## config.mk

```make
export PLATFORM = sky130hd
export DESIGN_NAME = pfcs_host
export DESIGN_NICKNAME = d
export VERILOG_FILES = /design/src/core/pfcs_pkg.sv /design/src/core/pfcs_cyc_if.sv /design/src/core/pfcs_cycle.sv /design/src/core/pfcs_host.sv
export VERILOG_INCLUDE_DIRS = /design/src /design/src/core
export SDC_FILE = /design/constraint.sdc
export NUM_CORES = 1
export LEC_CHECK = 0
export ABC_AREA = 1
export BUFFER_PORTS_ARGS = -buffer_cell sky130_fd_sc_hd__buf_2
export CORE_ASPECT_RATIO = 1.4
export CORE_MARGIN = 5
export CORE_UTILIZATION = 40
export CTS_BUF_LIST = sky130_fd_sc_hd__clkbuf_8
export DETAILED_ROUTE_END_ITERATION = 8
export PLACE_DENSITY = 0.56
export SLEW_MARGIN = 25
export SYNTH_ARGS = -nofsm -noshare
export SYNTH_HDL_FRONTEND = slang
export SYNTH_SLANG_ARGS = --single-unit
```

## constraint.sdc

```tcl
create_clock -name core_clk_i -period 5.2 [get_ports core_clk_i]
set_input_delay 0.52 -clock core_clk_i [delete_from_list [all_inputs] [get_ports core_clk_i]]
set_output_delay 0.52 -clock core_clk_i [all_outputs]
set_load 0.01 [all_outputs]
```

## src/core/pfcs_params.svh

```systemverilog
// Operation
// RQ1: Enter ID mode: AA@555, 55@AAA, 90@555.
// RQ2: Single F0 write leaves ID mode.
// RQ3: Three-cycle F0 sequence also leaves ID mode.
// RQ4: ID read: A0 low maker, high part.
// RQ5: Power cycle returns device to array read.
// RQ6: After ID exit, reads return array data.
// RQ7: Commands use low byte, low address bits.
// RQ8: Final erase code: 10 chip, 30 main.
// RQ9: OE held high during erase writes.
// RQ10: OE/CE toggles advance toggle bit while busy.
// RQ11: Toggle bit on line 6, polarity undefined.
// RQ12: Poll address fixed across status reads.
// RQ13: Boot sector 0000-1FFF refuses when locked.
// RQ14: Address 2AA may replace AAA.
// RQ15: Busy device answers reads with status.
`ifndef PFCS_PARAMS_SVH
`define PFCS_PARAMS_SVH

// ****************************************************************
// Timing
// ****************************************************************
`define PFCS_CLK_NS 50
`define PFCS_T_WP_NS 35
`define PFCS_T_AH_NS 35
`define PFCS_T_ACC_NS 45
`define PFCS_T_OEHP_NS 150
`define PFCS_T_EC_MAX_S 3
`define PFCS_CEIL_CYC(ns) (((ns) + `PFCS_CLK_NS - 1) / `PFCS_CLK_NS)
`define PFCS_WP_CYC `PFCS_CEIL_CYC(`PFCS_T_WP_NS)
`define PFCS_HOLD_CYC `PFCS_CEIL_CYC(`PFCS_T_AH_NS)
`define PFCS_ACC_CYC `PFCS_CEIL_CYC(`PFCS_T_ACC_NS)
`define PFCS_OEHP_CYC `PFCS_CEIL_CYC(`PFCS_T_OEHP_NS)
`define PFCS_EC_MAX_CYC (`PFCS_T_EC_MAX_S * (1000000000 / `PFCS_CLK_NS))
`define PFCS_SYNC_STAGES 2

// ****************************************************************
// Command addresses and codes
// ****************************************************************
`define PFCS_ADDR_UNLOCK1 12'h555
`define PFCS_ADDR_UNLOCK2 12'hAAA
`define PFCS_ADDR_UNLOCK2_ALT 12'h2AA
`define PFCS_DATA_UNLOCK1 8'hAA
`define PFCS_DATA_UNLOCK2 8'h55
`define PFCS_CODE_ID_ENTER 8'h90
`define PFCS_CODE_ID_EXIT 8'hF0
`define PFCS_CODE_ERASE_SETUP 8'h80
`define PFCS_CODE_CHIP_ERASE 8'h10
`define PFCS_CODE_MAIN_ERASE 8'h30
`define PFCS_TOGGLE_BIT 6
`define PFCS_BOOT_LAST 16'h1FFF
`define PFCS_STEP_W 3

`endif

```

## src/core/pfcs_pkg.sv

```systemverilog
package pfcs_pkg;

  typedef enum logic [2:0] {
    PFCS_OP_READ = 3'h0,
    PFCS_OP_WRITE = 3'h1,
    PFCS_OP_ID_ENTER = 3'h2,
    PFCS_OP_ID_EXIT1 = 3'h3,
    PFCS_OP_ID_EXIT3 = 3'h4,
    PFCS_OP_CHIP_ERASE = 3'h5,
    PFCS_OP_MAIN_ERASE = 3'h6,
    PFCS_OP_POLL = 3'h7
  } pfcs_op_t;

  typedef enum logic [2:0] {
    PFCS_CY_IDLE = 3'h0,
    PFCS_CY_SETUP = 3'h1,
    PFCS_CY_STROBE = 3'h3,
    PFCS_CY_HOLD = 3'h2,
    PFCS_CY_RWAIT = 3'h6
  } pfcs_cyc_state_t;

  typedef enum logic [2:0] {
    PFCS_M_IDLE = 3'h0,
    PFCS_M_SEQ = 3'h1,
    PFCS_M_POLL = 3'h3,
    PFCS_M_GAP = 3'h2,
    PFCS_M_READ = 3'h6
  } pfcs_main_state_t;

  typedef struct packed {
    logic [15:0] addr;
    logic [15:0] data;
  } pfcs_step_t;

endpackage

```

## src/core/pfcs_cyc_if.sv

```systemverilog
`timescale 1ns/10ps
`default_nettype none
interface pfcs_cyc_if;
  logic req;
  logic is_write;
  logic [15:0] addr;
  logic [15:0] wdata;
  logic ack;
  logic [15:0] rdata;

  modport master (output req, output is_write, output addr, output wdata,
                  input ack, input rdata);
  modport engine (input req, input is_write, input addr, input wdata,
                  output ack, output rdata);
endinterface
`default_nettype wire

```

## src/core/pfcs_cycle.sv

```systemverilog
`timescale 1ns/10ps
`default_nettype none
`include "pfcs_params.svh"
module pfcs_cycle (
  input wire logic core_clk_i,           // System clock
  input wire logic reset_n_i,            // Async reset, active low
  pfcs_cyc_if.engine cyc,                // Cycle requests
  output logic [15:0] address_lines_o,   // Flash address pins
  output logic [15:0] data_lines_o,      // Flash data out
  output logic data_lines_oe_o,          // Data drive enable, high drives
  input wire logic [15:0] data_lines_i,  // Flash data in
  output logic ce_n_o,                   // Chip enable, active low
  output logic oe_n_o,                   // Output enable, active low
  output logic we_n_o                    // Write enable, active low
);
  import pfcs_pkg::*;

  localparam logic [3:0] WP_CYC = 4'(`PFCS_WP_CYC);
  localparam logic [3:0] HOLD_CYC = 4'(`PFCS_HOLD_CYC);
  // Access time plus the synchroniser depth before data is trusted
  localparam logic [3:0] RD_CYC = 4'(`PFCS_ACC_CYC + `PFCS_SYNC_STAGES);

  pfcs_cyc_state_t state_r;
  logic [3:0] cnt_r;
  logic [15:0] sync1_r;
  logic [15:0] sync2_r;

  // ****************************************************************
  // Data input synchroniser
  // ****************************************************************
  always_ff @(posedge core_clk_i or negedge reset_n_i) begin
    if (!reset_n_i) begin
      sync1_r <= 16'h0000;
      sync2_r <= 16'h0000;
    end else begin
      sync1_r <= data_lines_i;
      sync2_r <= sync1_r;
    end
  end

  // ****************************************************************
  // Cycle sequencer
  // ****************************************************************
  always_ff @(posedge core_clk_i or negedge reset_n_i) begin
    if (!reset_n_i) begin
      state_r <= PFCS_CY_IDLE;
      cnt_r <= 4'h0;
    end else begin
      unique case (state_r)
        PFCS_CY_IDLE: begin
          if (cyc.req) begin
            state_r <= cyc.is_write ? PFCS_CY_SETUP : PFCS_CY_RWAIT;
            cnt_r <= cyc.is_write ? 4'h0 : RD_CYC - 4'h1;
          end
        end
        PFCS_CY_SETUP: begin
          state_r <= PFCS_CY_STROBE;
          cnt_r <= WP_CYC - 4'h1;
        end
        PFCS_CY_STROBE: begin
          if (cnt_r == 4'h0) begin
            state_r <= PFCS_CY_HOLD;
            cnt_r <= HOLD_CYC - 4'h1;
          end else begin
            cnt_r <= cnt_r - 4'h1;
          end
        end
        PFCS_CY_HOLD, PFCS_CY_RWAIT: begin
          if (cnt_r == 4'h0) begin
            state_r <= PFCS_CY_IDLE;
          end else begin
            cnt_r <= cnt_r - 4'h1;
          end
        end
        default: state_r <= PFCS_CY_IDLE;
      endcase
    end
  end

  // Address and write data latched at request, stable for the whole cycle
  always_ff @(posedge core_clk_i or negedge reset_n_i) begin
    if (!reset_n_i) begin
      address_lines_o <= 16'h0000;
      data_lines_o <= 16'h0000;
    end else if (state_r == PFCS_CY_IDLE && cyc.req) begin
      address_lines_o <= cyc.addr;
      data_lines_o <= cyc.wdata;
    end
  end

  // Strobes are decoded from state; OE never falls during a write
  always_comb begin
    ce_n_o = !(state_r inside {PFCS_CY_SETUP, PFCS_CY_STROBE, PFCS_CY_RWAIT});
    we_n_o = (state_r != PFCS_CY_STROBE);
    oe_n_o = (state_r != PFCS_CY_RWAIT); // RQ9
    data_lines_oe_o = state_r inside {PFCS_CY_SETUP, PFCS_CY_STROBE, PFCS_CY_HOLD};
    cyc.ack = (state_r inside {PFCS_CY_HOLD, PFCS_CY_RWAIT}) && (cnt_r == 4'h0);
    // Taken at ack; a register here would hand over the previous read
    cyc.rdata = sync2_r;
  end
endmodule
`default_nettype wire

```

## src/core/pfcs_host.sv

```systemverilog
`timescale 1ns/10ps
`default_nettype none
`include "pfcs_params.svh"
module pfcs_host #(
  parameter int ERASE_TIMEOUT_CYC = `PFCS_EC_MAX_CYC, // Poll limit in clocks
  parameter bit USE_ALT_UNLOCK2 = 1'b0                // Use 2AA for second unlock
) (
  input wire logic core_clk_i,             // System clock
  input wire logic reset_n_i,              // Async reset, active low
  input wire logic cmd_valid_i,            // Command request
  output logic cmd_ready_o,                // Ready for a command
  input wire pfcs_pkg::pfcs_op_t cmd_op_i, // Operation
  input wire logic [15:0] cmd_addr_i,      // Target or poll address
  input wire logic [15:0] cmd_data_i,      // Write data
  input wire logic boot_locked_i,          // Boot sector lockout applied
  output logic done_o,                     // Command finished, one pulse
  output logic err_o,                      // Refused or timed out, one pulse
  output logic [15:0] rdata_o,             // Last read data
  output logic id_mode_o,                  // Set by ID entry command, cleared by ID exit or reset
  output logic [15:0] address_lines_o,     // Flash address pins
  output logic [15:0] data_lines_o,        // Flash data out
  output logic data_lines_oe_o,            // Data drive enable, high drives
  input wire logic [15:0] data_lines_i,    // Flash data in
  output logic ce_n_o,                     // Chip enable, active low
  output logic oe_n_o,                     // Output enable, active low
  output logic we_n_o                      // Write enable, active low
);
  import pfcs_pkg::*;

  if (ERASE_TIMEOUT_CYC < 1) begin : g_chk
    $error("ERASE_TIMEOUT_CYC must be at least one");
  end

  localparam logic [3:0] OEHP_CYC = 4'(`PFCS_OEHP_CYC);
  localparam logic [31:0] TIMEOUT = 32'(ERASE_TIMEOUT_CYC);
  localparam logic [11:0] UNLOCK2 =
    USE_ALT_UNLOCK2 ? `PFCS_ADDR_UNLOCK2_ALT : `PFCS_ADDR_UNLOCK2; // RQ14

  // ****************************************************************
  // Sequence tables
  // ****************************************************************
  function automatic logic [`PFCS_STEP_W-1:0] seq_len(input pfcs_op_t op);
    unique case (op)
      PFCS_OP_ID_ENTER, PFCS_OP_ID_EXIT3: seq_len = 3'h3;
      PFCS_OP_CHIP_ERASE, PFCS_OP_MAIN_ERASE: seq_len = 3'h6;
      PFCS_OP_WRITE, PFCS_OP_ID_EXIT1: seq_len = 3'h1;
      PFCS_OP_READ, PFCS_OP_POLL: seq_len = 3'h0;
    endcase
  endfunction

  // Command cycles carry the code in the low byte and zero in the upper one
  function automatic logic [15:0] cmd_word(input logic [11:0] a, input logic [7:0] d,
                                           input bit want_addr);
    cmd_word = want_addr ? {4'h0, a} : {8'h00, d}; // RQ7
  endfunction

  function automatic pfcs_step_t seq_step(input pfcs_op_t op,
                                          input logic [`PFCS_STEP_W-1:0] idx,
                                          input logic [15:0] ua,
                                          input logic [15:0] ud);
    logic [11:0] a;
    logic [7:0] d;
    a = `PFCS_ADDR_UNLOCK1;
    d = `PFCS_DATA_UNLOCK1;
    unique case (idx)
      3'h1, 3'h4: begin
        a = UNLOCK2;
        d = `PFCS_DATA_UNLOCK2;
      end
      3'h2: d = (op == PFCS_OP_ID_ENTER) ? `PFCS_CODE_ID_ENTER : // RQ1
                (op == PFCS_OP_ID_EXIT3) ? `PFCS_CODE_ID_EXIT : // RQ3
                `PFCS_CODE_ERASE_SETUP;
      3'h5: d = (op == PFCS_OP_CHIP_ERASE) ? `PFCS_CODE_CHIP_ERASE :
                `PFCS_CODE_MAIN_ERASE; // RQ8
      default: d = `PFCS_DATA_UNLOCK1;
    endcase
    seq_step.addr = cmd_word(a, d, 1'b1);
    seq_step.data = cmd_word(a, d, 1'b0);
    if (op == PFCS_OP_WRITE) begin
      seq_step.addr = ua;
      seq_step.data = ud;
    end else if (op == PFCS_OP_ID_EXIT1) begin
      seq_step.addr = ua;
      seq_step.data = {8'h00, `PFCS_CODE_ID_EXIT}; // RQ2
    end
  endfunction

  pfcs_cyc_if cyc_bus ();

  pfcs_cycle u_cycle (
    .core_clk_i(core_clk_i),
    .reset_n_i(reset_n_i),
    .cyc(cyc_bus.engine),
    .address_lines_o(address_lines_o),
    .data_lines_o(data_lines_o),
    .data_lines_oe_o(data_lines_oe_o),
    .data_lines_i(data_lines_i),
    .ce_n_o(ce_n_o),
    .oe_n_o(oe_n_o),
    .we_n_o(we_n_o)
  );

  pfcs_main_state_t state_r;
  pfcs_op_t op_r;
  logic [15:0] addr_r;
  logic [15:0] data_r;
  logic [`PFCS_STEP_W-1:0] step_r;
  logic issued_r;
  logic first_r;
  logic tog_r;
  logic [3:0] gap_r;
  logic [31:0] tmo_r;
  logic refuse;
  logic poll_stable;
  pfcs_step_t cur_step;

  // Chip erase would reach the locked boot sector, so it is never sent
  assign refuse = cmd_op_i == PFCS_OP_CHIP_ERASE && boot_locked_i; // RQ13
  assign cur_step = seq_step(op_r, step_r, addr_r, data_r);
  // Only a change matters; the starting level carries no meaning
  assign poll_stable = !first_r &&
    (cyc_bus.rdata[`PFCS_TOGGLE_BIT] == tog_r); // RQ11
  assign cmd_ready_o = (state_r == PFCS_M_IDLE);

  always_comb begin
    cyc_bus.req = 1'b0;
    cyc_bus.is_write = 1'b1;
    cyc_bus.addr = cur_step.addr;
    cyc_bus.wdata = cur_step.data;
    if (state_r == PFCS_M_SEQ && !issued_r) begin
      cyc_bus.req = 1'b1;
    end else if ((state_r == PFCS_M_POLL || state_r == PFCS_M_READ) && !issued_r) begin
      cyc_bus.req = 1'b1;
      cyc_bus.is_write = 1'b0;
      cyc_bus.addr = addr_r; // RQ12
    end
  end

  // ****************************************************************
  // Command sequencer
  // ****************************************************************
  always_ff @(posedge core_clk_i or negedge reset_n_i) begin
    if (!reset_n_i) begin
      state_r <= PFCS_M_IDLE;
      op_r <= PFCS_OP_READ;
      addr_r <= 16'h0000;
      data_r <= 16'h0000;
      step_r <= '0;
      issued_r <= 1'b0;
      first_r <= 1'b1;
      gap_r <= 4'h0;
    end else begin
      if (cyc_bus.req) begin
        issued_r <= 1'b1;
      end
      unique case (state_r)
        PFCS_M_IDLE: begin
          issued_r <= 1'b0;
          step_r <= '0;
          first_r <= 1'b1;
          if (cmd_valid_i && !refuse) begin
            op_r <= cmd_op_i;
            addr_r <= cmd_addr_i;
            data_r <= cmd_data_i;
            state_r <= (cmd_op_i == PFCS_OP_POLL) ? PFCS_M_POLL :
                       (cmd_op_i == PFCS_OP_READ) ? PFCS_M_READ : PFCS_M_SEQ;
          end
        end
        PFCS_M_SEQ: begin
          if (cyc_bus.ack) begin
            issued_r <= 1'b0;
            step_r <= step_r + 3'h1;
            if (step_r == seq_len(op_r) - 3'h1) begin
              state_r <= (op_r inside {PFCS_OP_CHIP_ERASE, PFCS_OP_MAIN_ERASE}) ?
                         PFCS_M_POLL : PFCS_M_IDLE;
            end
          end
        end
        PFCS_M_POLL: begin
          if (cyc_bus.ack) begin
            issued_r <= 1'b0;
            first_r <= 1'b0;
            if (poll_stable || tmo_r >= TIMEOUT) begin
              state_r <= PFCS_M_IDLE;
            end else begin
              // OE must stay high long enough for the bit to advance
              state_r <= PFCS_M_GAP; // RQ10
              gap_r <= OEHP_CYC - 4'h1;
            end
          end
        end
        PFCS_M_GAP: begin
          if (gap_r == 4'h0) begin
            state_r <= PFCS_M_POLL;
          end else begin
            gap_r <= gap_r - 4'h1;
          end
        end
        PFCS_M_READ: begin
          if (cyc_bus.ack) begin
            state_r <= PFCS_M_IDLE;
          end
        end
        default: state_r <= PFCS_M_IDLE;
      endcase
    end
  end

  always_ff @(posedge core_clk_i or negedge reset_n_i) begin
    if (!reset_n_i) begin
      tog_r <= 1'b0;
    end else if (state_r == PFCS_M_POLL && cyc_bus.ack) begin
      tog_r <= cyc_bus.rdata[`PFCS_TOGGLE_BIT];
    end
  end

  always_ff @(posedge core_clk_i or negedge reset_n_i) begin
    if (!reset_n_i) begin
      tmo_r <= 32'h0;
    end else if (state_r == PFCS_M_IDLE) begin
      tmo_r <= 32'h0;
    end else if (tmo_r < TIMEOUT) begin
      tmo_r <= tmo_r + 32'h1;
    end
  end

  // ****************************************************************
  // Results
  // ****************************************************************
  always_ff @(posedge core_clk_i or negedge reset_n_i) begin
    if (!reset_n_i) begin
      done_o <= 1'b0;
      err_o <= 1'b0;
      rdata_o <= 16'h0000;
    end else begin
      done_o <= 1'b0;
      err_o <= 1'b0;
      if (state_r == PFCS_M_IDLE && cmd_valid_i && refuse) begin
        err_o <= 1'b1;
        done_o <= 1'b1;
      end
      if (state_r == PFCS_M_SEQ && cyc_bus.ack && step_r == seq_len(op_r) - 3'h1 &&
          !(op_r inside {PFCS_OP_CHIP_ERASE, PFCS_OP_MAIN_ERASE})) begin
        done_o <= 1'b1;
      end
      if (state_r == PFCS_M_POLL && cyc_bus.ack && (poll_stable || tmo_r >= TIMEOUT)) begin
        done_o <= 1'b1;
        err_o <= !poll_stable;
        // Status reads surface as data only once the toggling stops or the poll times out
        rdata_o <= cyc_bus.rdata; // RQ15
      end
      if (state_r == PFCS_M_READ && cyc_bus.ack) begin
        done_o <= 1'b1;
        // In ID mode address 0 gives the maker code, address 1 the part code
        rdata_o <= cyc_bus.rdata; // RQ4
      end
    end
  end

  // Reset stands for power-up: the device is back in array read
  always_ff @(posedge core_clk_i or negedge reset_n_i) begin
    if (!reset_n_i) begin
      id_mode_o <= 1'b0; // RQ5
    end else if (state_r == PFCS_M_SEQ && cyc_bus.ack && step_r == seq_len(op_r) - 3'h1) begin
      if (op_r == PFCS_OP_ID_ENTER) begin
        id_mode_o <= 1'b1; // RQ1
      end else if (op_r inside {PFCS_OP_ID_EXIT1, PFCS_OP_ID_EXIT3}) begin
        id_mode_o <= 1'b0; // RQ6
      end
    end
  end
endmodule
`default_nettype wire

```

==> impl_metrics.py <==
metrics = {
    "clock_network": {
        "cts-htree-levels": 4,
        "cts_buffer_depth": 2,
        "clk_latency_ns": 0.45,
        "cts.clk_slew.worst_paths_ns": 0.10,
        "cts_root_buffer": "clkbuf_8",
        "hold_buffers": 0,
        "post_cts_buffers": 0,
        "numCtsBuffers": 17,
        "clock_sinks": 170,
        "ctsResizeCount": 0,
        "cts_tree": "yes",
    },
    "power_and_ir_drop": {
        "p_comb_share_pct": 33.4,
        "finalPower_uw": 4204,
        "cellPowerDensity_nw_per_um2": 475.8,
        "p_leak_uw": 0.004295,
        "switching_power_uw": 1584,
        "power_frac_seq_pct": 44.5,
        "irDropWorstVdd_uv": 275.1,
        "internal_power_uw": 2620,
        "power.share.switching_pct": 37.68,
        "clkPwrFrac_pct": 22.1,
    },
    "critical_path": {
        "reg2reg_slack_ns": 2.70,
        "critical_path_class": "reg2reg",
        "end_kind": "register",
        "start_kind": "register",
        "crit_required_ns": 5.60,
        "arrival_ns": 2.90,
        "cp_max_fo": 37,
    },
    "timing": {
        "hold_viol": 0,
        "setup_viol": 0,
        "fmax_mhz": 399.4,
        "maxSlewViolCount": 0,
        "slew_headroom_pct": 38.01,
        "grt_setup_unrepaired": "no",
        "setup_tns_ns": 0,
        "tightest_slew_ns": 0.9289,
        "fin_skew_ns": 0.01535,
        "fin_crit_ns": 2.503,
        "fin_crit_sh_pct": 48.14,
        "fin_ws_ns": 2.697,
    },
    "placed_design": {
        "io_buffers": 110,
        "dp_hpwl_um": 12080,
        "routabilityCongestion": 0.8610,
        "dp_slack_ns": 2.680,
    },
    "floorplan": {
        "die-width_um": 127.1,
        "die_h_um": 173.9,
        "ios": 111,
        "rows": 60,
        "die_area_um2": 22100,
        "start_util_pct": 40.26,
        "fp.coreArea_um2": 19070,
    },
    "synth": {
        "ys_top_cells_by_area": "dfrtp_1 (55%), nand2_1 (13%), mux2_2 (4.7%)",
        "synth_cell_types": 38,
        "synth_top_cell_area_share_pct": 55.08,
        "ys_ff_latch": 170,
        "synth_warnings": 0,
        "synth_enable_flop_cells": 0,
        "ys_seq_area_share_pct": 55.43,
        "async_flop_share_pct": 100.0,
        "synth_cells": 855,
        "yosysTopAreaCell": "dfrtp_1",
        "syn-num-nets": 924,
        "synth_area_um2": 7677,
        "ys.flop_type": "dfrtp_1",
        "syn_avg_cell_area_um2": 8.979,
    },
    "layout": {
        "post-route-util_pct": 46.35,
        "antenna_cells": 0,
        "syn2layout_area_growth_pct": 15.11,
        "fillCellCount": 1912,
        "num-nets-final": 1033,
        "layout-drive-gt1-share_pct": 19.24,
    },
    "route": {
        "dr.pass1.iters": 4,
        "routed_wl_um": 17050,
        "drtIter0Drc": 369,
        "num_vias": 5889,
        "ant_nets": 0,
        "drc": 0,
        "wl_per_cell_um": 13.92,
        "viasPerCell": 4.807,
    },
    "min_path": {
        "min_path_type": "in2async",
    },
    "global_routing": {
        "grtUsageTotal_pct": 16.06,
        "grt_pass1_wl_um": 28850,
        "overflow": 0,
        "grt_pass1_vias": 5815,
        "grt_max_degree": 90,
        "antenna_found_initial": 0,
    },
    "run": {
        "maxCapViolCount": 0,
    },
    "run_status": {
        "status": "finished clean",
    },
}
## logic make-up after synthesis
family | count (synthesis) | share of synthesized area [%]
xor gates and xnor gates | 16 | 1.825
buffers and inverters | 93 | 5.182
muxes | 32 | 4.694
and+or+nand+nor | 428 | 22.90
DFF | 170 | 55.43
AOI/OAI and AO/OA | 102 | 7.692
adders and majority gates | 14 | 2.282
## final cells by class
class | count | area (µm²) | area share, %
Clock inverter | 15 | 155.1 | 1.756
Tap cell | 248 | 310.3 | 3.511
Inverter | 70 | 262.8 | 2.973
Multi-Input combinational cell | 592 | 3040 | 34.40
Timing Repair Buffer | 113 | 579.3 | 6.555
Clock buffer | 17 | 234.0 | 2.648
Sequential cell | 170 | 4255 | 48.15
## final timing paths
kind / from / depth (start not counted) / end
setup reg to reg: u_cycle.state_r[2] / 7 / u_cycle.address_lines_o[6]
hold reg to reg: u_cycle.sync1_r[11] / 0 / u_cycle.cyc.rdata[11]
max in group asynchronous: reset_n_i / 2 / first_r
min in group core_clk_i: data_lines_i[15] / 1 / u_cycle.sync1_r[15]
hold / removal: reset_n_i / 1 / tmo_r[20]
setup / recovery: u_cycle.state_r[2] / 7 / u_cycle.address_lines_o[6]
## cells in the final DEF (no fill, tap or decap), types with 2 or more instances in the layout
cell type,instances
or2_2,2
o21a_1,2
clkbuf_8,17
nand2_1,268
inv_1,70
a21oi_1,12
xor2_1,10
nand2_4,2
ha_1,14
buf_4,3
nand3_1,63
clkinvlp_4,2
a21o_1,3
xnor2_1,6
nor2_1,78
buf_2,109
nor3_1,2
o31ai_1,8
nand3_2,3
inv_6,6
inv_8,3
o21ai_0,58
nand4_1,6
o22ai_1,5
dfrtp_1,169
clkinv_1,2
a2bb2oi_1,7
mux2_2,32
## state kept, by name, indices dropped and copies added, names as in the netlist, 4 cells and up
name / cells
addr_r: 16
data_r: 16
gap_r: 4
rdata_o: 16
tmo_r: 32
u_cycle.address_lines_o: 16
u_cycle.cnt_r: 4
u_cycle.cyc.rdata: 16
u_cycle.data_lines_o: 16
u_cycle.sync1_r: 16
## power by group through the flow
stage               combinational, µW  clock, µW  sequential, µW
floorplan                         941          0            1920
global placement                 1400          0            1900
detailed placement               1430          0            1890
CTS                              1430        971            1870
global route                     1620       1030            1920
finish                           1400        930            1870
## worst max-delay path, stage by stage (launching register included)
cell	delay, ns
dfrtp_1	0.43
inv_1	0.08
nand2_1	0.08
nor2_1	0.24
nand3_2	0.64
a21oi_2	0.70
o21ai_0	0.17
nand2_1	0.09
## routing by layer
metal  share of wire, %  track usage (%)  up-vias
li1                   -                -     2989
met1                 45            20.76     2775
met2                 49            26.48      100
met3                4.1            3.812       25
met4                1.9            5.411        0
met5                  0                0        -
## Yosys cell counts, drive strengths merged, types with 3 or more instances
cell     instances
nor2            79
mux2            32
ha              14
buf             16
a21o             3
nand3           66
xnor2            6
inv             68
nor3             3
o22ai            5
dfrtp          169
o21ai           59
xor2            10
nand2          271
clkbuf           7
a2bb2oi          7
nand4            6
o31ai            8
a21oi           14
## stage by stage
stage	std cells	instance area (µm²)	hold slack [ns]
after detailed placement	1193	8448	0.3347
after global routing	1225	8837	0.1115
after floorplan	855	7677	0.2244
final	1225	8837	0.1315
after global placement	1193	8441	0.3329
after CTS	1225	8837	0.1213
(Power assumes the default switching activity.)
